## src/pkg/four_bit_exec_cfg.svh

```systemverilog
// offsets, field positions, reset values and opcodes of the instruction executor
`ifndef FOUR_BIT_EXEC_CFG_SVH
`define FOUR_BIT_EXEC_CFG_SVH

// register port offsets
`define REG_CTRL       4'h0
`define REG_ACC        4'h1
`define REG_PTR        4'h2
`define REG_EREG       4'h3
`define REG_RAM        4'h4
`define REG_PUSH       4'h5
`define REG_PC         4'h6
`define REG_STATUS     4'h7
`define REG_TIMER1     4'h8
`define REG_TIMER2     4'h9
`define REG_T2HIGH     4'hA
// control register fields
`define CTRL_RUN1_BIT  2
// boolean_select_reg codes
`define BOOL_XOR       2'h0
`define BOOL_OR        2'h1
// reset value of the program counter
`define PC_RESET       11'h000
// instruction words, low bits masked with ? where they carry immediates
`define OP_LA          9'b0_1011_????
`define OP_ACC_BOOLEAN_COMBINE        9'h041
`define OP_OEA         9'h084
`define OP_OGA         9'h080
`define OP_RB          9'b0_0100_11??
`define OP_SB          9'b0_0101_11??
`define OP_MODULATED_FLAG_CLEAR        9'h086
`define OP_MODULATED_FLAG_SET        9'h087
`define OP_RD          9'h014
`define OP_SD          9'h015
`define OP_RT          9'h044
`define OP_RTS         9'h045
`define OP_SEA         9'h025
`define OP_SKIP_ACC_EQUALS_MEM        9'h026
`define OP_SKIP_ON_POWERDOWN_FLAG        9'h003
`define OP_SKIP_ON_TIMER1_UNDERFLOW       9'h042
`define OP_SKIP_ON_TIMER2_REQUEST       9'h052
`define OP_SZB         9'b0_0010_00??
`define OP_SZD         9'h024
`define OP_LOAD_TIMER1_FROM_REGS        9'h047
`define OP_LOAD_TIMER2_AND_LOW_RELOAD        9'h088
`define OP_LOAD_TIMER2_HIGH_RELOAD       9'h089
`define OP_COPY_LOW_RELOAD_TO_TIMER2       9'h053
`define OP_READ_TIMER1_TO_REGS        9'h057
`define OP_READ_TIMER2_TO_REGS        9'h040
`define OP_READ_E_REGISTER_TO_REGS        9'h02A

`endif

```

## src/pkg/four_bit_exec_pkg.sv

```systemverilog
// types of the instruction executor
package four_bit_exec_pkg;

    // sequencer states, one-hot
    typedef enum logic [3:0] {
        ST_EXEC  = 4'b0001,
        ST_RET2  = 4'b0010,
        ST_WORD2 = 4'b0100,
        ST_SKIP2 = 4'b1000
    } seq_state_t;

    // register port request
    typedef struct packed {
        logic [3:0]  addr;
        logic [15:0] wdata;
        logic        wr;
        logic        rd;
    } bus_req_t;

    // port pins driven by the core
    typedef struct packed {
        logic [7:0] d_out;
        logic [7:0] d_oe_n;
        logic [1:0] e_out;
        logic [3:0] g_out;
        logic       car_pin;
    } port_out_t;

endpackage : four_bit_exec_pkg

```

## src/design/four_bit_exec.sv

```systemverilog
// instruction executor of a 4-bit core: loads, ports, bits, skips, returns, timer transfers
`timescale 1ns/10ps
`default_nettype none
`include "four_bit_exec_cfg.svh"

//////////////////////////////////////////////////////////////////////////////////////////
// Overview of operation
// - load_immediate_acc loads A; a run of them executes only the first.
// - acc_boolean_combine applies XOR, OR or AND of A and E into A.
// - acc_to_port_e_out drives A1 and A0 onto the two port E outputs.
// - acc_to_port_g_out drives all four accumulator bits onto port G.
// - clear_mem_bit clears bit j of the RAM word at the data pointer.
// - modulated_flag_set and modulated_flag_clear set and clear the carrier output flag.
// - clear_port_d_bit clears port D bit Y (high impedance), Y 0 to 7 only.
// - set_port_d_bit sets port D bit Y to one.
// - subroutine_return reloads PC from the stack, pops it, takes two cycles.
// - return_and_skip returns like subroutine_return then always skips the next word.
// - skip_acc_equals_imm, two words, two cycles, skips when A equals immediate.
// - skip_acc_equals_mem skips when A equals the RAM word at the data pointer.
// - skip_on_powerdown_flag skips when power-down flag is one, flag unchanged.
// - skip_on_timer2_request skips when the timer 2 request flag is set.
// - after that skip the timer 2 request flag is cleared, unless t2_req is high in the same cycle.
// - skip_mem_bit_zero skips when bit j of the RAM word at the pointer is zero.
// - skip_port_d_bit_zero, two words, skips when D bit Y is zero, Y 4 to 7.
// - load_timer1_from_regs writes B:A to reload; to counter only while timer stopped.
// - load_timer2_and_low_reload writes B:A to timer 2 counter and low reload.
// - load_timer2_high_reload writes B:A to the high reload, counter untouched.
// - copy_low_reload_to_timer2 copies the low reload into the timer 2 counter.
// - read_timer1_to_regs and read_timer2_to_regs put counter high into B, low into A.
// - read_e_register_to_regs puts E high into B and E low into A.
module four_bit_exec (
    // clock and reset
    input  wire logic                        sys_clk,
    input  wire logic                        rst,
    // program fetch
    output logic     [10:0]                  pc_addr,
    input  wire logic [8:0]                  instr,
    // register port
    input  wire four_bit_exec_pkg::bus_req_t bus,
    output logic     [15:0]                  rdata,
    // flag sources
    input  wire logic                        pwr_down_flag,
    input  wire logic                        t1_uflow,
    input  wire logic                        t2_req,
    // ports
    input  wire logic [7:0]                  d_in,
    output four_bit_exec_pkg::port_out_t     pins
);

    typedef struct packed {
        four_bit_exec_pkg::seq_state_t fsm;
        logic [10:0]        pc;
        logic [3:0]         a;
        logic [3:0]         b;
        logic [1:0]         x;
        logic [3:0]         y;
        logic [7:0]         e;
        logic [1:0]         lo;
        logic               run1;
        logic               modulated_output_flag;
        logic [7:0]         pd;
        logic [1:0]         pe;
        logic [3:0]         pg;
        logic               t1f;
        logic               t2f;
        logic [7:0]         t1_cnt;
        logic [7:0]         t1_rld;
        logic [7:0]         t2_cnt;
        logic [7:0]         t2_rl;
        logic [7:0]         t2_rh;
        logic [1:0]         sp;
        logic [3:0][10:0]   stk;
        logic [63:0][3:0]   ram;
        logic               skip;
        logic               la_run;
        logic               op2_szd;
        logic [15:0]        rdata;
    } core_t;

    localparam core_t RST_STATE = '{fsm: four_bit_exec_pkg::ST_EXEC, pc: `PC_RESET,
                                    default: '0};

    core_t      s;
    core_t      next_s;
    logic [5:0] dp;
    logic [3:0] mem_word;
    logic       exec_now;

    //////////////////////////////////////////////////////////////////////////////////////
    // shared decode terms
    assign dp       = {s.x, s.y};
    assign mem_word = s.ram[dp];
    assign exec_now = (s.fsm == four_bit_exec_pkg::ST_EXEC) && !s.skip;

    //////////////////////////////////////////////////////////////////////////////////////
    // next state: sequencer, instruction effects, flag events, register port
    always_comb begin
        next_s       = s;
        next_s.rdata = 16'h0000;
        unique case (s.fsm)
            four_bit_exec_pkg::ST_EXEC: begin
                next_s.pc = s.pc + 11'h001;
                if (s.skip) begin
                    // word consumed untouched; a two-word opcode drops its tail too
                    next_s.skip   = 1'b0;
                    next_s.la_run = 1'b0;
                    if (instr == `OP_SEA || instr == `OP_SZD) begin
                        next_s.fsm = four_bit_exec_pkg::ST_SKIP2;
                    end
                end else begin
                    next_s.la_run = 1'b0;
                    casez (instr)
                        `OP_LA: begin
                            next_s.la_run = 1'b1;
                            if (!s.la_run) begin
                                next_s.a = instr[3:0];
                            end
                        end
                        `OP_ACC_BOOLEAN_COMBINE: begin
                            if (s.lo == `BOOL_XOR) begin
                                next_s.a = s.a ^ s.e[3:0];
                            end else if (s.lo == `BOOL_OR) begin
                                next_s.a = s.a | s.e[3:0];
                            end else begin
                                next_s.a = s.a & s.e[3:0];
                            end
                        end
                        `OP_OEA:  next_s.pe = s.a[1:0];
                        `OP_OGA:  next_s.pg = s.a;
                        `OP_RB:   next_s.ram[dp][instr[1:0]] = 1'b0;
                        `OP_SB:   next_s.ram[dp][instr[1:0]] = 1'b1;
                        `OP_MODULATED_FLAG_SET: next_s.modulated_output_flag = 1'b1;
                        `OP_MODULATED_FLAG_CLEAR: next_s.modulated_output_flag = 1'b0;
                        `OP_RD: begin
                            if (!s.y[3]) begin
                                next_s.pd[s.y[2:0]] = 1'b0;
                            end
                        end
                        `OP_SD: begin
                            if (!s.y[3]) begin
                                next_s.pd[s.y[2:0]] = 1'b1;
                            end
                        end
                        `OP_RT, `OP_RTS: begin
                            // pop in the first cycle, the second cycle fetches nothing
                            next_s.pc   = s.stk[s.sp];
                            next_s.sp   = s.sp - 2'h1;
                            next_s.fsm  = four_bit_exec_pkg::ST_RET2;
                            next_s.skip = (instr == `OP_RTS);
                        end
                        `OP_SEA: begin
                            next_s.op2_szd = 1'b0;
                            next_s.fsm     = four_bit_exec_pkg::ST_WORD2;
                        end
                        `OP_SZD: begin
                            next_s.op2_szd = 1'b1;
                            next_s.fsm     = four_bit_exec_pkg::ST_WORD2;
                        end
                        `OP_SKIP_ACC_EQUALS_MEM:  next_s.skip = (s.a == mem_word);
                        `OP_SKIP_ON_POWERDOWN_FLAG:  next_s.skip = pwr_down_flag;
                        `OP_SKIP_ON_TIMER1_UNDERFLOW: begin
                            next_s.skip = s.t1f;
                            next_s.t1f  = 1'b0;
                        end
                        `OP_SKIP_ON_TIMER2_REQUEST: begin
                            next_s.skip = s.t2f;
                            next_s.t2f  = 1'b0;
                        end
                        `OP_SZB:   next_s.skip = !mem_word[instr[1:0]];
                        `OP_LOAD_TIMER1_FROM_REGS: begin
                            next_s.t1_rld = {s.b, s.a};
                            if (!s.run1) begin
                                next_s.t1_cnt = {s.b, s.a};
                            end
                        end
                        `OP_LOAD_TIMER2_AND_LOW_RELOAD: begin
                            next_s.t2_cnt = {s.b, s.a};
                            next_s.t2_rl  = {s.b, s.a};
                        end
                        `OP_LOAD_TIMER2_HIGH_RELOAD: next_s.t2_rh  = {s.b, s.a};
                        `OP_COPY_LOW_RELOAD_TO_TIMER2: next_s.t2_cnt = s.t2_rl;
                        `OP_READ_TIMER1_TO_REGS:  {next_s.b, next_s.a} = s.t1_cnt;
                        `OP_READ_TIMER2_TO_REGS:  {next_s.b, next_s.a} = s.t2_cnt;
                        `OP_READ_E_REGISTER_TO_REGS:  {next_s.b, next_s.a} = s.e;
                        default:   next_s.la_run = 1'b0;
                    endcase
                end
            end
            four_bit_exec_pkg::ST_WORD2: begin
                // second word: immediate of the compare, or the port D test
                next_s.pc  = s.pc + 11'h001;
                next_s.fsm = four_bit_exec_pkg::ST_EXEC;
                if (s.op2_szd) begin
                    next_s.skip = (s.y[3:2] == 2'b01) && !d_in[s.y[2:0]];
                end else begin
                    next_s.skip = (s.a == instr[3:0]);
                end
            end
            four_bit_exec_pkg::ST_SKIP2: begin
                next_s.pc  = s.pc + 11'h001;
                next_s.fsm = four_bit_exec_pkg::ST_EXEC;
            end
            four_bit_exec_pkg::ST_RET2: begin
                next_s.fsm = four_bit_exec_pkg::ST_EXEC;
            end
            default: next_s = RST_STATE;
        endcase

        // timer events set their flags; a set wins over a clear in the same cycle
        if (t1_uflow) begin
            next_s.t1f = 1'b1;
        end
        if (t2_req) begin
            next_s.t2f = 1'b1;
        end

        // register port writes take priority over the instruction
        if (bus.wr) begin
            unique case (bus.addr)
                `REG_CTRL: begin
                    next_s.lo   = bus.wdata[1:0];
                    next_s.run1 = bus.wdata[`CTRL_RUN1_BIT];
                end
                `REG_ACC:    {next_s.b, next_s.a} = bus.wdata[7:0];
                `REG_PTR:    {next_s.x, next_s.y} = bus.wdata[5:0];
                `REG_EREG:   next_s.e = bus.wdata[7:0];
                `REG_RAM:    next_s.ram[dp] = bus.wdata[3:0];
                `REG_PUSH: begin
                    next_s.sp = s.sp + 2'h1;
                    next_s.stk[s.sp + 2'h1] = bus.wdata[10:0];
                end
                `REG_PC:     next_s.pc = bus.wdata[10:0];
                `REG_TIMER1: next_s.t1_cnt = bus.wdata[7:0];
                `REG_TIMER2: next_s.t2_cnt = bus.wdata[7:0];
                default:     next_s.la_run = next_s.la_run;
            endcase
        end

        // register port reads, answered one cycle later
        if (bus.rd) begin
            unique case (bus.addr)
                `REG_CTRL:   next_s.rdata = {13'h0000, s.run1, s.lo};
                `REG_ACC:    next_s.rdata = {8'h00, s.b, s.a};
                `REG_PTR:    next_s.rdata = {10'h000, s.x, s.y};
                `REG_EREG:   next_s.rdata = {8'h00, s.e};
                `REG_RAM:    next_s.rdata = {12'h000, mem_word};
                `REG_PUSH:   next_s.rdata = {14'h0000, s.sp};
                `REG_PC:     next_s.rdata = {5'h00, s.pc};
                `REG_STATUS: next_s.rdata = {s.fsm, 6'h00, s.skip, s.la_run,
                                             s.modulated_output_flag, pwr_down_flag, s.t2f, s.t1f};
                `REG_TIMER1: next_s.rdata = {s.t1_rld, s.t1_cnt};
                `REG_TIMER2: next_s.rdata = {s.t2_rl, s.t2_cnt};
                `REG_T2HIGH: next_s.rdata = {8'h00, s.t2_rh};
                default:     next_s.rdata = 16'h0000;
            endcase
        end
    end

    //////////////////////////////////////////////////////////////////////////////////////
    // state register
    always_ff @(posedge sys_clk or posedge rst) begin
        if (rst) begin
            s <= RST_STATE;
        end else begin
            s <= next_s;
        end
    end

    //////////////////////////////////////////////////////////////////////////////////////
    // outputs, all from the state register
    assign pc_addr      = s.pc;
    assign rdata        = s.rdata;
    assign pins.d_out   = s.pd;
    assign pins.d_oe_n  = ~s.pd; // a cleared bit floats
    assign pins.e_out   = s.pe;
    assign pins.g_out   = s.pg;
    assign pins.car_pin = s.modulated_output_flag;
endmodule : four_bit_exec
`default_nettype wire

```

## config.mk

```make
export PLATFORM = sky130hd
export DESIGN_NAME = four_bit_exec
export DESIGN_NICKNAME = d
export VERILOG_FILES = /design/src/pkg/four_bit_exec_pkg.sv /design/src/design/four_bit_exec.sv
export VERILOG_INCLUDE_DIRS = /design/src /design/src/pkg
export SDC_FILE = /design/constraint.sdc
export NUM_CORES = 2
export LEC_CHECK = 0
export BUFFER_PORTS_ARGS = -buffer_cell sky130_fd_sc_hd__buf_4
export CORE_MARGIN = 3
export CORE_UTILIZATION = 40
export CTS_CLUSTER_DIAMETER = 50
export DETAILED_ROUTE_END_ITERATION = 7
export GPL_TIMING_DRIVEN = 1
export PLACE_DENSITY = 0.64
export SLEW_MARGIN = 5
export SYNTH_ARGS = -nofsm -noshare
export SYNTH_HDL_FRONTEND = slang
export SYNTH_SLANG_ARGS = --single-unit
```

## constraint.sdc

```tcl
create_clock -name sys_clk -period 25.7 [get_ports sys_clk]
set_input_delay 5.14 -clock sys_clk [delete_from_list [all_inputs] [get_ports sys_clk]]
set_output_delay 5.14 -clock sys_clk [all_outputs]
set_load 0.03 [all_outputs]
```

### Yosys cells after proc, flatten, opt, wreduce, memory -nomap -nowiden

Cells that the tools add are included.

| storage, ports and cells | value |
|---|---|
| bits in registers | 418 |
| output and inout bits | 50 |

| cells by class | value |
|---|---|
| add/sub/neg operators | 3 |
| magnitude comparators | 9 |
| equal/unequal tests | 63 |
| mux-type cells | 79 |
| bitwise logic cells | 11 |
| reduce and logical (&&, ||, !) cells | 27 |

Operators with widths:

| kind | number |
|---|---|
| $pmux 256 s2 | 2 |
| $mux 256 | 2 |
| $mux 302 | 1 |
| $and 256x256->256 | 1 |
| $bwmux 256 | 1 |
| $not 256->256 | 1 |
| $or 256x256->256 | 1 |
| $pmux 16 s11 | 1 |
| $pmux 59 s2 | 1 |
| $mux 8 | 11 |
| $eq 9x7->1 const B | 9 |
| $mux 59 | 1 |
| $eq 9x8->1 const B | 6 |
| $demux 4 s6 | 2 |
| $pmux 8 s2 | 3 |
| $mux 46 | 1 |
| $bwmux 44 | 1 |
| $mux 11 | 4 |
| $mux 44 | 1 |
| $mux 4 | 10 |
| $eq 9x6->1 const B | 4 |
| $mux 36 | 1 |
| $pmux 11 s3 | 1 |
| $mux 16 | 2 |
| 64 further kinds | 124 |

### Logic depth before layout (Yosys ltp)

| depth | value |
|---|---|
| depth after elaboration | 14 |
| depth in mapped cells | 12 |

### Least setup slack after synthesis

Ideal clock, no wire load.

| path | value |
|---|---|
| kind | input -> register |
| from | in instr[8] |
| to | reg s[75] in the netlist's numbering |
| library setup time | 0.122 ns |
| arrival | 6.851 ns |
| required time | 25.578 ns |
| setup slack | 18.728 ns |
| stages on the path | 8 |
| path through | nor3b_2 -> nand4_2 -> nor4_4 -> inv_1 -> o22ai_2 -> buf_4 -> nand2_1 -> a32o_1 |

RTL lines:

| element | RTL line | text |
|---|---|---|
| start, declared | four_bit_exec.sv:37 | `input wire logic [8:0] instr,` |
| end signal, assigned | four_bit_exec.sv:265 | `s <= next_s;` |
| end, declared | four_bit_exec.sv:83 | `core_t s;` |

==> results.md <==
STA:
- The post-route clock period utilization is 30.6%.
- The count of final max-slew check failures is 0.
- In this run the tightest slew margin relative to its limit is 7.52%.
- The setup violation total in the final timing report is 0.
- Setup repair after global routing left no endpoint under its margin.
- The count of final hold-check violations is 0.
- At the pin with the least slew margin, the transition time is 1.38 ns.
- The worst clock skew is around 0.022 ns.
- The post-route setup TNS is 0 ns.
- Derived from the worst setup path, the maximum achievable clock frequency is 0.127 GHz.
- The worst path in the final design needs a cycle of 7.87 ns, including I/O delays and setup.

Synth:
- The share of async-settable or async-resettable flops after synthesis is 100%.
- Of the synthesized area, sequential elements account for a little over two fifths.
- The mean instance size in the synthesized netlist is 8.30 sq um.
- The mapped netlist covers 0.0251 sq mm.
- The count of synthesis-stage warnings from yosys is 0.
- The register bit count reported by yosys is 418.
- The number of nets handed over by synthesis was 3075.
- The number of distinct standard cells referenced by the synthesized netlist is 85.
- The most used flip-flop cell after synthesis is sky130_fd_sc_hd__dfrtp_1.
- The synthesized design contains 0 enable-type register cells.
- The number of standard cells after synthesis is around 3000.

Critical path:
- The worst register-to-register path begins at dp[2]$_DFF_PP0_.
- The worst setup path is captured at a flip-flop.
- The data arrival time of the critical path is between 8 and 9 ns.
- At the worst endpoint, the required time is 26.22 ns.
- The most numerous cell type found on the critical path is sky130_fd_sc_hd__nand2_1.
- The startpoint class of the critical path is an input port.
- Walking the worst path, the cells encountered are buf_4 -> nor3b_2 -> nand2_1 -> nor4_1 -> nand2_1 -> nand2_2 -> buf_4 -> nand2_1 -> a21oi_1.
- Among all stages on the critical path, the largest delay is contributed by sky130_fd_sc_hd__nand2_2.
- The peak fanout along the critical path is 26.
- The worst setup path is of the in2reg kind.
- The maximum single-stage delay on the critical path is 0.58 ns.
- The cell depth of the worst flop-to-flop path is 8.
- The start point of the critical path is instr[8].

CTS:
- For this design, the CTS-stage hold fixing added 0 buffers.
- The clock buffer count from CTS is 53.
- The later-pin clock latency in the skew report is around 0.63 ns.
- Post-CTS timing repair inserted 0 buffers for setup.
- The CTS tree is yes.
- The number of gates resized after CTS was 0.
- Clock-pin slew was measured on the worst setup and hold paths at 0.05 ns.
- The library cell used as clock root buffer is sky130_fd_sc_hd__clkbuf_16.
- The CTS sink count is 418.
- The H-tree generated during clock tree synthesis spans 2 levels.
- The clock passes through at most 3 buffers.

Drt:
- Summing over every cut layer, the via total after detailed routing is approximately 25000.
- The residual DRC count is 0.
- The first routing iteration left 3304 violations.
- The antenna violation net count after detailed routing is 0.
- The ratio of routed vias to standard cells is 6.49.
- After detailed routing, the average wire length per cell comes to 25.7 um.
- The total detailed-routing wirelength is 97.1 mm.
- The pre-antenna-repair detailed-routing pass consisted of 6 iterations.

Power and ir drop:
- The maximum vdd drop is 49.4 uV.
- Dividing total power by cell area gives a power density of 72.2 mW/mm^2.
- For this design the static power due to leakage is ~0.011 uW.

Place:
- Detailed placement ended at an HPWL of 59.6 mm.
- At the end of routability-driven placement, the weighted congestion stood at about 0.94.
- The number of placed instances with taps included is 3684.
- The count of buffers added on input and output ports is 85.

Die:
- The number of rows in the core area is 91.
- The die width is 256 um.
- The placeable core region is 0.0618 sq mm.
- The area of the die is around 0.066 sq mm.
- The floorplan step set the die height to 256 um.
- The initial utilization of the core area, before any placement, comes to ~40%.
- The count of boundary I/O pins is 94.

Flow run:
- Max-cap violations in this run came to 0.

Outcome:
- The flow ran to the end, and the final reports show no timing, DRC or antenna violations.

GRT:
- Global routing consumed, on the met3 layer, ~5.2% of the routing resources.
- Global routing consumed, on the met2 layer, 44.4% of the routing resources.
- The largest net degree at the start of global routing is 168.
- The number of global-route vias before repair is 23624.
- The met1 capacity usage during global routing is 37.7%.
- The first global-routing pass estimated approximately 150 mm of wire.
- The layer with the highest usage is met2.
- The remaining global-route overflow is 0.
- The initial antenna violation count is 1.
- The total global-route track usage is 28.6%.

Layout:
- Fill cells in the final layout number 5990.
- The area growth from synthesis to layout is 9.81%.
- The proportion of layout cells with a drive suffix above 1 is 11.9%.
- The net count of the finished layout is 2959.
- The final cell count without fillers is 3785.
- In the layout the commonest cells are 547 x sky130_fd_sc_hd__nand2_1, 414 x sky130_fd_sc_hd__dfrtp_1, 408 x sky130_fd_sc_hd__a21oi_1, 343 x sky130_fd_sc_hd__o21ai_0, 288 x sky130_fd_sc_hd__nor2_1.
- The library cell used most frequently in the layout, excluding fill and tap cells, is sky130_fd_sc_hd__nand2_1.

Hold path:
- The depth of the worst hold-timing path is 2.
- In this run the most critical hold path is launched from pins[2]$_DFFE_PP0P_.
- The type of the worst min-delay path is reg2reg.
-- cell families after synthesis --
logic type               count (synthesis)  share of synthesized area [%]
buffers and inverters                  336                           6.34
AO/OA/AOI/OAI                         1085                           25.5
multiplexers                           111                           7.45
adder cells (fa/ha/maj)                 13                          0.649
AND/OR/NAND/NOR                       1045                           18.0
flip-flops                             418                           41.7
XOR/XNOR                                10                          0.350
-- metrics by stage --
stage | hold WS (ns) | power [uW] | area (sq um) | utilization (%) | setup WS (ns)
finish | 0.487 | 1990 | 27500 | 44.5 | 17.83
global route | 0.502 | 2050 | 27500 | 44.5 | 17.75
CTS | 0.492 | 1980 | 27500 | 44.5 | 18.03
detailed placement | 0.480 | 1230 | 25700 | 41.6 | 17.41
global placement | 0.475 | 1220 | 25700 | 41.6 | 17.49
floorplan | 0.450 | 1090 | 25100 | - | 8.93
-- critical path: cells and delay by family --
kind	cells	cell delay, ns
and+or+nand+nor	6	2.36
buffers and inverters	2	0.66
AOI/OAI and AO/OA	1	0.21
-- routing by layer --
layer | part of all wire [%] | wire length, um
met1 | 38 | 37300
met2 | 45 | 44200
met3 | 10 | 9940
met4 | 5.9 | 5700
met5 | 0 | 0
-- cells in the mapped netlist, drive strengths merged, types with 13 or more instances --
| master | instances | area, sq um |
|---|---|---|
| nor2b | 13 | 81.3 |
| o21ai | 355 | 1780 |
| ha | 13 | 163 |
| inv | 30 | 113 |
| buf | 124 | 792 |
| a32o | 38 | 380 |
| nor2 | 295 | 1110 |
| o22ai | 13 | 87.6 |
| mux2i | 37 | 370 |
| dfrtp | 417 | 10400 |
| a31oi | 56 | 350 |
| mux2 | 15 | 169 |
| nand3 | 33 | 165 |
| clkbuf | 182 | 683 |
| mux4 | 59 | 1330 |
| nand2 | 550 | 2070 |
| nand2b | 16 | 100 |
| a21oi | 409 | 2050 |
| nor3b | 13 | 108 |
| a22oi | 113 | 867 |
| nor3 | 46 | 235 |
-- registers in the layout (all words and copies together) (netlist names) --
signal,cells
s,370
rdata,16
pins,15
pc_addr,11
dp,6
-- cell type report --
cell class	instances	area [sq um]	area share [%]
clock inverters	29	264	0.959
clock buffers	71	1500	5.47
diodes	1	2.50	0.00909
multi-input cells	2264	13100	47.6
inverters	30	120	0.436
well taps	837	1050	3.81
repair buffers	135	1030	3.73
flip-flops and latches	418	10500	38.0
-- report_power, final --
| part | switching (uW) | internal [uW] |
|---|---|---|
| clock network | 321 | 434 |
| logic | 263 | 146 |
| registers | 98.7 | 725 |
| total | 683 | 1300 |
-- worst paths after layout --
path,endpoint,slack (ns)
max,s[203]$_DFF_PP0_,17.83
min,pins[2]$_DFFE_PP0P_,0.49
max reg2reg,s[40]$_DFF_PP0_,21.07
min reg2reg,pins[2]$_DFFE_PP0P_,0.49
max in group asynchronous,s[235]$_DFF_PP0_,19.43
min in group asynchronous,s[101]$_DFF_PP0_,4.67
(Power assumes the default switching activity.)
